<file path="src/design/sbfl_pkg.sv">
// Package with the frame layout, command encodings and timing constants of the southbound link.
package sbfl_pkg;
    // ------------------------------------------------------------------
    // Link geometry and timing
    // ------------------------------------------------------------------
    localparam int LANES = 10;
    localparam int XFERS = 12;
    localparam int FRAME_BITS = LANES * XFERS;
    localparam logic [3:0] LAST_XFER = 4'hB;
    localparam int REF_PERIOD_NS = 4;
    localparam int LANE_RATE_MULT = 12;
    localparam int SYNC_MAX_FRAMES = 42;
    localparam int MAX_CHAIN = 8;
    localparam int FIFO_DEPTH = 8;

    // ------------------------------------------------------------------
    // Field positions inside the 120-bit frame (bit = transfer * 10 + lane)
    // ------------------------------------------------------------------
    localparam int CMD_BITS = 24;
    localparam int CMDA_LSB = 0;
    localparam int FT_LSB = 24;
    localparam int FT_BITS = 6;
    localparam int CRCA_LSB = 30;
    localparam int CRCA_BITS = 14;
    localparam int PAY_LSB = 44;
    localparam int PAY_BITS = 72;
    localparam int CRCP_LSB = 116;
    localparam int CRCP_BITS = 4;
    localparam int HEAD_BITS = 30;
    localparam int CRC_BITS = 18;
    localparam logic [17:0] CRC_POLY = 18'h23C47;

    // ------------------------------------------------------------------
    // Frame type field and command encodings
    // ------------------------------------------------------------------
    localparam logic [1:0] FT_CMD = 2'h0;
    localparam logic [1:0] FT_DATA = 2'h1;
    localparam logic [1:0] FT_CMD_PART = 2'h2;
    localparam logic [1:0] FT_RSVD = 2'h3;
    localparam logic [3:0] OP_NOP = 4'h0;
    localparam logic [3:0] OP_SYNC = 4'h1;

    typedef struct packed {
        logic [2:0] slot;
        logic [3:0] opcode;
        logic [16:0] body;
    } sbfl_cmd_s;

    typedef struct packed {
        logic rsvd;
        logic [2:0] slot;
        logic [1:0] ftype;
    } sbfl_ft_s;

    typedef struct packed {
        logic has_data;
        sbfl_cmd_s cmd;
        logic [71:0] wdata;
    } sbfl_entry_s;
endpackage : sbfl_pkg

</file>
<file path="src/design/sbfl_link.sv">
// Southbound frame receiver, redriver and command queue of the module buffer.

// ----------------------------------------------------------------------
// Command FIFO
// ----------------------------------------------------------------------
module sbfl_fifo #(
    parameter int WIDTH = 97,
    parameter int DEPTH = 8
) (
    input wire logic ref_clk,
    input wire logic rst_n,
    input wire logic in_valid,
    output logic in_ready,
    input wire logic [WIDTH-1:0] in_data,
    output logic out_valid,
    input wire logic out_ready,
    output logic [WIDTH-1:0] out_data
);
    localparam int AW = $clog2(DEPTH);
    logic [WIDTH-1:0] mem_q [DEPTH];
    logic [AW-1:0] wr_q;
    logic [AW-1:0] rd_q;
    logic [AW:0] cnt_q;
    logic do_wr;
    logic do_rd;

    assign in_ready = (cnt_q != (AW + 1)'(DEPTH));
    assign out_valid = (cnt_q != '0);
    assign out_data = mem_q[rd_q];
    assign do_wr = in_valid && in_ready;
    assign do_rd = out_valid && out_ready;

    always_ff @(posedge ref_clk) begin
        if (do_wr) begin
            mem_q[wr_q] <= in_data;
        end
    end

    always_ff @(posedge ref_clk or negedge rst_n) begin
        if (!rst_n) begin
            wr_q <= '0;
            rd_q <= '0;
            cnt_q <= '0;
        end else begin
            if (do_wr) begin
                wr_q <= (wr_q == AW'(DEPTH - 1)) ? '0 : wr_q + AW'(1);
            end
            if (do_rd) begin
                rd_q <= (rd_q == AW'(DEPTH - 1)) ? '0 : rd_q + AW'(1);
            end
            if (do_wr && !do_rd) begin
                cnt_q <= cnt_q + (AW + 1)'(1);
            end else if (do_rd && !do_wr) begin
                cnt_q <= cnt_q - (AW + 1)'(1);
            end
        end
    end
endmodule : sbfl_fifo

// ----------------------------------------------------------------------
// Frame receiver
// ----------------------------------------------------------------------
// Contract
// - Ten southbound lanes carry command and write-data frames toward the modules.
// - A frame is twelve transfers of ten bits, one bit per lane.
// - Three frame formats, command, command-with-data and command with partial data, told apart by frame type.
// - Command frame holds three command slots plus CRC over them.
// - Command frames mixing commands with partial write data are also accepted.
// - Each command of a frame may address a different module on the chain.
// - Command-with-data frame holds one command, 72 write bits, CRC over all.
// - A data frame names one slot; only that slot's buffer takes its command.
// - On sync the buffer reports status and restarts its sync-loss frame count.
// - Received lanes are redriven to the next module; up to eight modules.
// - Reference clock is half DRAM clock; lane rate twelve times reference.
// - On a lane fault traffic is remapped onto the redundant lane.
// - The channel address comes from the management interface.
// - Every command slot holds 24 coded bits.
// - Fourteen leftover CRC bits of the previous frame XOR into head CRC.
// - Idle slots carry NOPs; deselect drives the DRAM while nothing is pending.
module sbfl_link (
    input wire logic ref_clk,
    input wire logic rst_n,
    input wire logic [9:0] sb_lane_in,
    input wire logic sb_frame_mark,
    output logic [9:0] sb_lane_out,
    input wire logic remap_en,
    input wire logic [3:0] fault_lane,
    input wire logic smb_addr_valid,
    input wire logic [2:0] smb_addr,
    output logic dram_cmd_valid,
    input wire logic dram_cmd_ready,
    output sbfl_pkg::sbfl_entry_s dram_entry,
    output logic dram_deselect,
    output logic status_report,
    output logic frame_err,
    output logic queue_overrun,
    output logic sync_lost
);
    // ------------------------------------------------------------------
    // Helpers
    // ------------------------------------------------------------------
    function automatic logic [17:0] sbfl_crc(input logic [71:0] d, input int n);
        logic [17:0] c;
        logic fb;
        c = '1;
        for (int i = 0; i < 72; i++) begin
            if (i < n) begin
                fb = c[17] ^ d[i];
                c = {c[16:0], 1'b0};
                if (fb) begin
                    c = c ^ sbfl_pkg::CRC_POLY;
                end
            end
        end
        return c;
    endfunction : sbfl_crc

    // The spare top lane takes over when a lane below it has failed.
    function automatic logic [9:0] sbfl_remap(input logic [9:0] p, input logic en,
                                              input logic [3:0] f);
        logic [9:0] l;
        l = p;
        for (int i = 0; i < 9; i++) begin
            if (en && (4'(i) >= f)) begin
                l[i] = p[i + 1];
            end
        end
        if (en) begin
            l[9] = 1'b0;
        end
        return l;
    endfunction : sbfl_remap

    function automatic logic sbfl_takes(input sbfl_pkg::sbfl_cmd_s c, input logic [2:0] a);
        return (c.slot == a) && (c.opcode != sbfl_pkg::OP_NOP)
            && (c.opcode != sbfl_pkg::OP_SYNC);
    endfunction : sbfl_takes

    // ------------------------------------------------------------------
    // Lane capture and redrive
    // ------------------------------------------------------------------
    logic [9:0] lanes_l;
    logic [3:0] xfer_q;
    logic [3:0] xfer_now;
    logic [119:0] frame_q;
    logic [119:0] frame_w;
    logic frame_end;

    // One transfer arrives per reference clock; the serial lane rate is outside this block.
    assign lanes_l = sbfl_remap(sb_lane_in, remap_en, fault_lane);
    assign xfer_now = sb_frame_mark ? 4'h0 : xfer_q;
    assign frame_end = (xfer_now == sbfl_pkg::LAST_XFER);

    always_comb begin
        frame_w = frame_q;
        frame_w[xfer_now * 10 +: 10] = lanes_l;
    end

    always_ff @(posedge ref_clk or negedge rst_n) begin
        if (!rst_n) begin
            sb_lane_out <= '0;
        end else begin
            sb_lane_out <= sb_lane_in;
        end
    end

    always_ff @(posedge ref_clk or negedge rst_n) begin
        if (!rst_n) begin
            xfer_q <= '0;
            frame_q <= '0;
        end else begin
            frame_q <= frame_w;
            xfer_q <= frame_end ? 4'h0 : xfer_now + 4'h1;
        end
    end

    // ------------------------------------------------------------------
    // Frame decode and CRC check
    // ------------------------------------------------------------------
    sbfl_pkg::sbfl_cmd_s cmd_a;
    sbfl_pkg::sbfl_cmd_s cmd_b;
    sbfl_pkg::sbfl_cmd_s cmd_c;
    sbfl_pkg::sbfl_ft_s ft;
    logic [71:0] payload;
    logic [17:0] head_crc;
    logic [17:0] pay_crc;
    logic [13:0] left_q;
    logic frame_ok;
    logic sync_hit;
    logic [2:0] addr_q;
    logic addr_valid_q;

    assign cmd_a = frame_w[sbfl_pkg::CMDA_LSB +: sbfl_pkg::CMD_BITS];
    assign ft = frame_w[sbfl_pkg::FT_LSB +: sbfl_pkg::FT_BITS];
    assign payload = frame_w[sbfl_pkg::PAY_LSB +: sbfl_pkg::PAY_BITS];
    assign cmd_b = payload[23:0];
    assign cmd_c = payload[47:24];
    assign head_crc = sbfl_crc({42'h0, frame_w[29:0]}, sbfl_pkg::HEAD_BITS);
    assign pay_crc = sbfl_crc(payload, sbfl_pkg::PAY_BITS);
    assign frame_ok = (frame_w[sbfl_pkg::CRCA_LSB +: sbfl_pkg::CRCA_BITS]
                       == (head_crc[13:0] ^ left_q))
        && (frame_w[sbfl_pkg::CRCP_LSB +: sbfl_pkg::CRCP_BITS] == pay_crc[3:0])
        && (ft.ftype != sbfl_pkg::FT_RSVD);
    assign sync_hit = (cmd_a.opcode == sbfl_pkg::OP_SYNC)
        || ((ft.ftype != sbfl_pkg::FT_DATA) && (cmd_b.opcode == sbfl_pkg::OP_SYNC))
        || ((ft.ftype == sbfl_pkg::FT_CMD) && (cmd_c.opcode == sbfl_pkg::OP_SYNC));

    // The leftover follows every frame, good or bad, so both ends stay in step.
    always_ff @(posedge ref_clk or negedge rst_n) begin
        if (!rst_n) begin
            left_q <= '0;
        end else if (frame_end) begin
            left_q <= pay_crc[17:4];
        end
    end

    always_ff @(posedge ref_clk or negedge rst_n) begin
        if (!rst_n) begin
            addr_q <= '0;
            addr_valid_q <= 1'b0;
        end else if (smb_addr_valid) begin
            addr_q <= smb_addr;
            addr_valid_q <= 1'b1;
        end
    end

    // ------------------------------------------------------------------
    // Sync supervision
    // ------------------------------------------------------------------
    logic [5:0] since_sync_q;

    always_ff @(posedge ref_clk or negedge rst_n) begin
        if (!rst_n) begin
            since_sync_q <= '0;
            status_report <= 1'b0;
            frame_err <= 1'b0;
            sync_lost <= 1'b0;
        end else begin
            status_report <= frame_end && frame_ok && sync_hit;
            frame_err <= frame_end && !frame_ok;
            if (frame_end && frame_ok && sync_hit) begin
                since_sync_q <= '0;
                sync_lost <= 1'b0;
            end else if (frame_end && (since_sync_q != 6'(sbfl_pkg::SYNC_MAX_FRAMES))) begin
                since_sync_q <= since_sync_q + 6'h01;
            end else if (since_sync_q == 6'(sbfl_pkg::SYNC_MAX_FRAMES)) begin
                sync_lost <= 1'b1;
            end
        end
    end

    // ------------------------------------------------------------------
    // Pending commands and queue fill
    // ------------------------------------------------------------------
    // Up to three commands per frame drain into the FIFO one per cycle; a frame
    // lasts twelve cycles, so only a full FIFO can make the next frame overrun.
    sbfl_pkg::sbfl_entry_s pend_q [3];
    logic [2:0] pend_v_q;
    logic [1:0] sel;
    logic push_valid;
    logic push_ready;
    logic [2:0] take;
    logic data_hit;

    assign data_hit = (ft.ftype == sbfl_pkg::FT_DATA) && (ft.slot == addr_q);
    assign take[0] = frame_ok && addr_valid_q && sbfl_takes(cmd_a, addr_q)
        && ((ft.ftype != sbfl_pkg::FT_DATA) || data_hit);
    assign take[1] = frame_ok && addr_valid_q && (ft.ftype != sbfl_pkg::FT_DATA)
        && sbfl_takes(cmd_b, addr_q);
    assign take[2] = frame_ok && addr_valid_q && (ft.ftype == sbfl_pkg::FT_CMD)
        && sbfl_takes(cmd_c, addr_q);
    assign sel = pend_v_q[0] ? 2'd0 : (pend_v_q[1] ? 2'd1 : 2'd2);
    assign push_valid = |pend_v_q;

    always_ff @(posedge ref_clk or negedge rst_n) begin
        if (!rst_n) begin
            pend_v_q <= '0;
            queue_overrun <= 1'b0;
            for (int i = 0; i < 3; i++) begin
                pend_q[i] <= '0;
            end
        end else begin
            queue_overrun <= frame_end && push_valid && (take != '0);
            if (frame_end && (take != '0)) begin
                pend_v_q <= take;
                pend_q[0] <= '{has_data: ft.ftype == sbfl_pkg::FT_DATA, cmd: cmd_a,
                               wdata: payload};
                pend_q[1] <= '{has_data: ft.ftype == sbfl_pkg::FT_CMD_PART, cmd: cmd_b,
                               wdata: {48'h0, payload[47:24]}};
                pend_q[2] <= '{has_data: 1'b0, cmd: cmd_c, wdata: 72'h0};
            end else if (push_valid && push_ready) begin
                pend_v_q[sel] <= 1'b0;
            end
        end
    end

    sbfl_fifo #(
        .WIDTH($bits(sbfl_pkg::sbfl_entry_s)),
        .DEPTH(sbfl_pkg::FIFO_DEPTH)
    ) u_fifo (
        .ref_clk(ref_clk),
        .rst_n(rst_n),
        .in_valid(push_valid),
        .in_ready(push_ready),
        .in_data(pend_q[sel]),
        .out_valid(dram_cmd_valid),
        .out_ready(dram_cmd_ready),
        .out_data(dram_entry)
    );

    assign dram_deselect = !dram_cmd_valid;
endmodule : sbfl_link

</file>
<file path="config.mk">
export PLATFORM = sky130hd
export DESIGN_NAME = sbfl_link
export DESIGN_NICKNAME = d
export VERILOG_FILES = /design/src/design/sbfl_pkg.sv /design/src/design/sbfl_link.sv
export SDC_FILE = /design/constraint.sdc
export NUM_CORES = 2
export LEC_CHECK = 0
export BUFFER_PORTS_ARGS = -buffer_cell sky130_fd_sc_hd__buf_2
export CELL_PAD_IN_SITES_DETAIL_PLACEMENT = 1
export CELL_PAD_IN_SITES_GLOBAL_PLACEMENT = 1
export CORE_MARGIN = 2
export CORE_UTILIZATION = 40
export DETAILED_ROUTE_END_ITERATION = 6
export GPL_TIMING_DRIVEN = 1
export PLACE_DENSITY_LB_ADDON = 0.1
export SLEW_MARGIN = 20
export SYNTH_ARGS = -nofsm -noshare
export SYNTH_HDL_FRONTEND = slang
export SYNTH_SLANG_ARGS = --single-unit
</file>
<file path="constraint.sdc">
create_clock -name ref_clk -period 13.9 [get_ports ref_clk]
set_input_delay 2.085 -clock ref_clk [delete_from_list [all_inputs] [get_ports ref_clk]]
set_output_delay 2.085 -clock ref_clk [all_outputs]
set_load 0.01 [all_outputs]
</file>
==> reports/qor.txt <==
Seq/Total Area, Yosys -> 0.588
Via density -> 5.42
Multi-input gate area -> 20500 um2
row count -> 131
insertion delay to the later sink of the worst-skew pair -> 0.74 ns
CP startpoint kind -> input port
die width -> 362 um
Max-Cap Viols -> 0
Filler Cell Count -> 12200
Worst-Margin Slew -> 1.09 ns
reg2reg start -> xfer_q[1]$_DFF_PN0_
via count -> 28200
max-slew violation count -> 0
clock root cell -> clkbuf_16
antenna violation net count after detailed routing -> 0
delay-heaviest family, CP -> XOR/XNOR gates
PortBufs -> 135
Worst EP required -> 14.50 ns
htree depth -> 3
most common cell after layout, fill and taps aside -> edfxtp_1
Post-CTS Repair Setup Buffers -> 0
RSZ-0062 raised after global routing -> false
final hold vios -> 0
slowest CP cell -> fa_1
metal2 WL -> 71500 um
DRC viols -> 0
crit share post-route -> 0.952
Mean Syn Cell Area -> 16.9 um2
WL per Instance -> 29.0 um
Max Buffers Root-to-Sink -> 3
first-pass GRT wire length -> 221000 um
final cell count without fillers -> 5205
ys async rst share -> 0.260
Met1 Wirelength -> 69800 um
Final HPWL DP -> 107000 um
largest net degree at the start of global routing -> 162
CTS clk-pin slew, worst paths -> 0.06 ns
grt ovf -> 0
Mapped Cells -> 3028
WL final -> 151000 um
worst hold slack -> 0.489 ns
IO Pins -> 136
Starting Density -> 0.403
Setup Skew -> 0.0221 ns
Crit. Startpoint -> sb_frame_mark
nets -> 3482
Rel. slew slack -> 0.275
CTS tree -> done
Final setup violation count -> 0
Die Ht -> 362 um
worst-path fanout max -> 17
Post-synth EDFFs -> 776
initial detailed-routing violation count -> 2033
CP Class -> input port to register
crit path time final -> 13.23 ns
status -> completed
CP Capture Type -> register
ys flop type -> edfxtp_1
die area -> 131000 um2
Worst Hold Class -> register to register
syn_nets -> 3071
cts bufs inserted -> 114
GPL Wtd Cong -> 0.906
antenna violations before repair -> 6
highest clock rate -> 75.6 MHz
layout cell share with drive strength beyond 1 -> 0.323
data arrival time of the worst path -> 13.83 ns
Layout area overhead -> 16.4%
uppermost routed layer -> met5
Final Util -> 0.468
Core Area -> 127000 um2
area taken by flip-flops and latches -> 30100 um2
Yosys cell types -> 99
met3 WL -> 5850 um
Setup TNS Final -> 0 ns
Total Routing Usage GR -> 0.233
register bit total from synthesis -> 1049
post-synthesis cell area -> 51300 um2
vias in the first global route -> 30500
DP Cell Count -> 4985
synth warn -> 0
most frequent cells in the layout -> edfxtp_1 (776), xnor2_1 (297), buf_4 (271), dfrtp_1 (269), mux4_2 (195)
CP peak stage delay -> 0.56 ns
drt pass-1 iters -> 5
HP Start -> sync_lost$_DFFE_PN0P_
CTS Hold Bufs -> 0
CTS sink count -> 1049
Buf+Inv Stages, Crit Path -> 6
==> routing by layer <==
metal | up-vias | GRT usage
met1 | 15000 | 0.333
met3 | 170 | 0.0300
li1 | 12400 | -
met4 | 2 | 0.0685
met2 | 607 | 0.375
met5 | - | 0
==> registers in the layout, indices dropped and copies added, names as in the netlist <==
| register | flops |
|---|---|
| sb_lane_out | 10 |
| status_report | 1 |
| addr_valid_q | 1 |
| pend_v_q | 3 |
| u_fifo.rd_q | 3 |
| pend_q | 98 |
| queue_overrun | 1 |
| sync_lost | 1 |
| xfer_q | 4 |
| u_fifo.mem_q | 776 |
| frame_err | 1 |
| u_fifo.cnt_q | 4 |
| frame_q | 120 |
| left_q | 14 |
| since_sync_q | 6 |
| addr_q | 3 |
| u_fifo.wr_q | 3 |
==> cells in the mapped netlist (5+ instances only) <==
cell type | instances | share of area
a211oi_1 | 10 | 0.0015
a21o_1 | 5 | 0.00073
a21oi_1 | 24 | 0.0023
a22o_1 | 25 | 0.0043
a31oi_1 | 14 | 0.0017
a32oi_1 | 6 | 0.0010
and2_1 | 55 | 0.0067
and3_1 | 5 | 0.00061
buf_1 | 26 | 0.0019
buf_2 | 13 | 0.0013
buf_6 | 9 | 0.0020
clkbuf_1 | 70 | 0.0051
dfrtp_1 | 273 | 0.13
edfxtp_1 | 776 | 0.45
ha_1 | 18 | 0.0044
inv_1 | 51 | 0.0037
mux2_1 | 23 | 0.0051
mux2_2 | 185 | 0.041
mux2_4 | 77 | 0.023
mux2i_1 | 61 | 0.012
mux2i_4 | 5 | 0.0022
mux4_2 | 195 | 0.086
nand2_1 | 108 | 0.0079
nand2b_1 | 9 | 0.0011
nand3_1 | 30 | 0.0029
nand4_1 | 14 | 0.0017
nor2_1 | 99 | 0.0072
nor2b_1 | 9 | 0.0011
nor3_1 | 27 | 0.0026
nor4_1 | 5 | 0.00061
o211ai_1 | 5 | 0.00073
o21ai_0 | 61 | 0.0060
o22ai_1 | 16 | 0.0020
o32ai_1 | 10 | 0.0017
or2_2 | 8 | 0.00098
or3_1 | 11 | 0.0013
xnor2_1 | 298 | 0.051
xnor2_2 | 12 | 0.0038
xnor3_1 | 124 | 0.054
xnor3_2 | 10 | 0.0046
xor2_1 | 117 | 0.020
xor3_1 | 27 | 0.013
xor3_2 | 7 | 0.0034
==> worst register-to-register path: cells and delay by family, from the launching register on <==
family | cells | cell delay, ns
DFF | 1 | 0.44
buffers and inverters | 5 | 0.87
and+or+nand+nor | 6 | 1.30
adders and majority gates | 4 | 1.38
muxes | 2 | 0.60
xor gates and xnor gates | 16 | 6.13
AOI/OAI and AO/OA | 4 | 1.26
==> stage by stage <==
stage | setup WS (ns) | instance area (um2)
6_report | 0.670 | 59700
3_3_place_gp | 0.172 | 55800
3_5_place_dp | 0.000156 | 55800
4_1_cts | 0.698 | 59600
2_1_floorplan | 0.386 | 51300
5_1_grt | 0.0446 | 59700
==> cell type report <==
class                   instances  share of cell area
multi-input cells            1808               0.343
repair buffers                414              0.0483
clock inverters                67              0.0114
well taps                    1662              0.0349
inverters                      52             0.00327
clock buffers                 150              0.0537
diodes                          3            0.000126
flip-flops and latches       1049               0.505
==> worst paths after layout <==
| check | depth (start not counted) | to | slack, ns |
|---|---|---|---|
| worst max-delay path | 38 | pend_q[205]$_DFFE_PN0P_ | 0.67 |
| worst min-delay path | 2 | sync_lost$_DFFE_PN0P_ | 0.49 |
| worst max register to register | 37 | pend_q[205]$_DFFE_PN0P_ | 1.80 |
| worst min register to register | 2 | sync_lost$_DFFE_PN0P_ | 0.49 |
| max in group asynchronous | 2 | u_fifo.rd_q[0]$_DFFE_PN0P_ | 10.72 |
| min in group asynchronous | 1 | pend_q[255]$_DFFE_PN0P_ | 1.44 |
==> logic make-up after synthesis <==
kind of cell    share of synthesized area
mux                                 0.168
flops                               0.588
compound gates                     0.0321
fa+ha+maj                         0.00517
xor+xnor                            0.152
simple gates                       0.0403
buf+inv                            0.0142
==> timing repair <==
| item | CTS | global route |
|---|---|---|
| gates resized for setup | 0 | 1 |
| setup endpoints to repair | 0 | 2 |
| endpoints found under the hold margin | 0 | 0 |
Power is not shown: default switching activity piles up to over one toggle a cycle in this logic, so the estimate is an artifact.
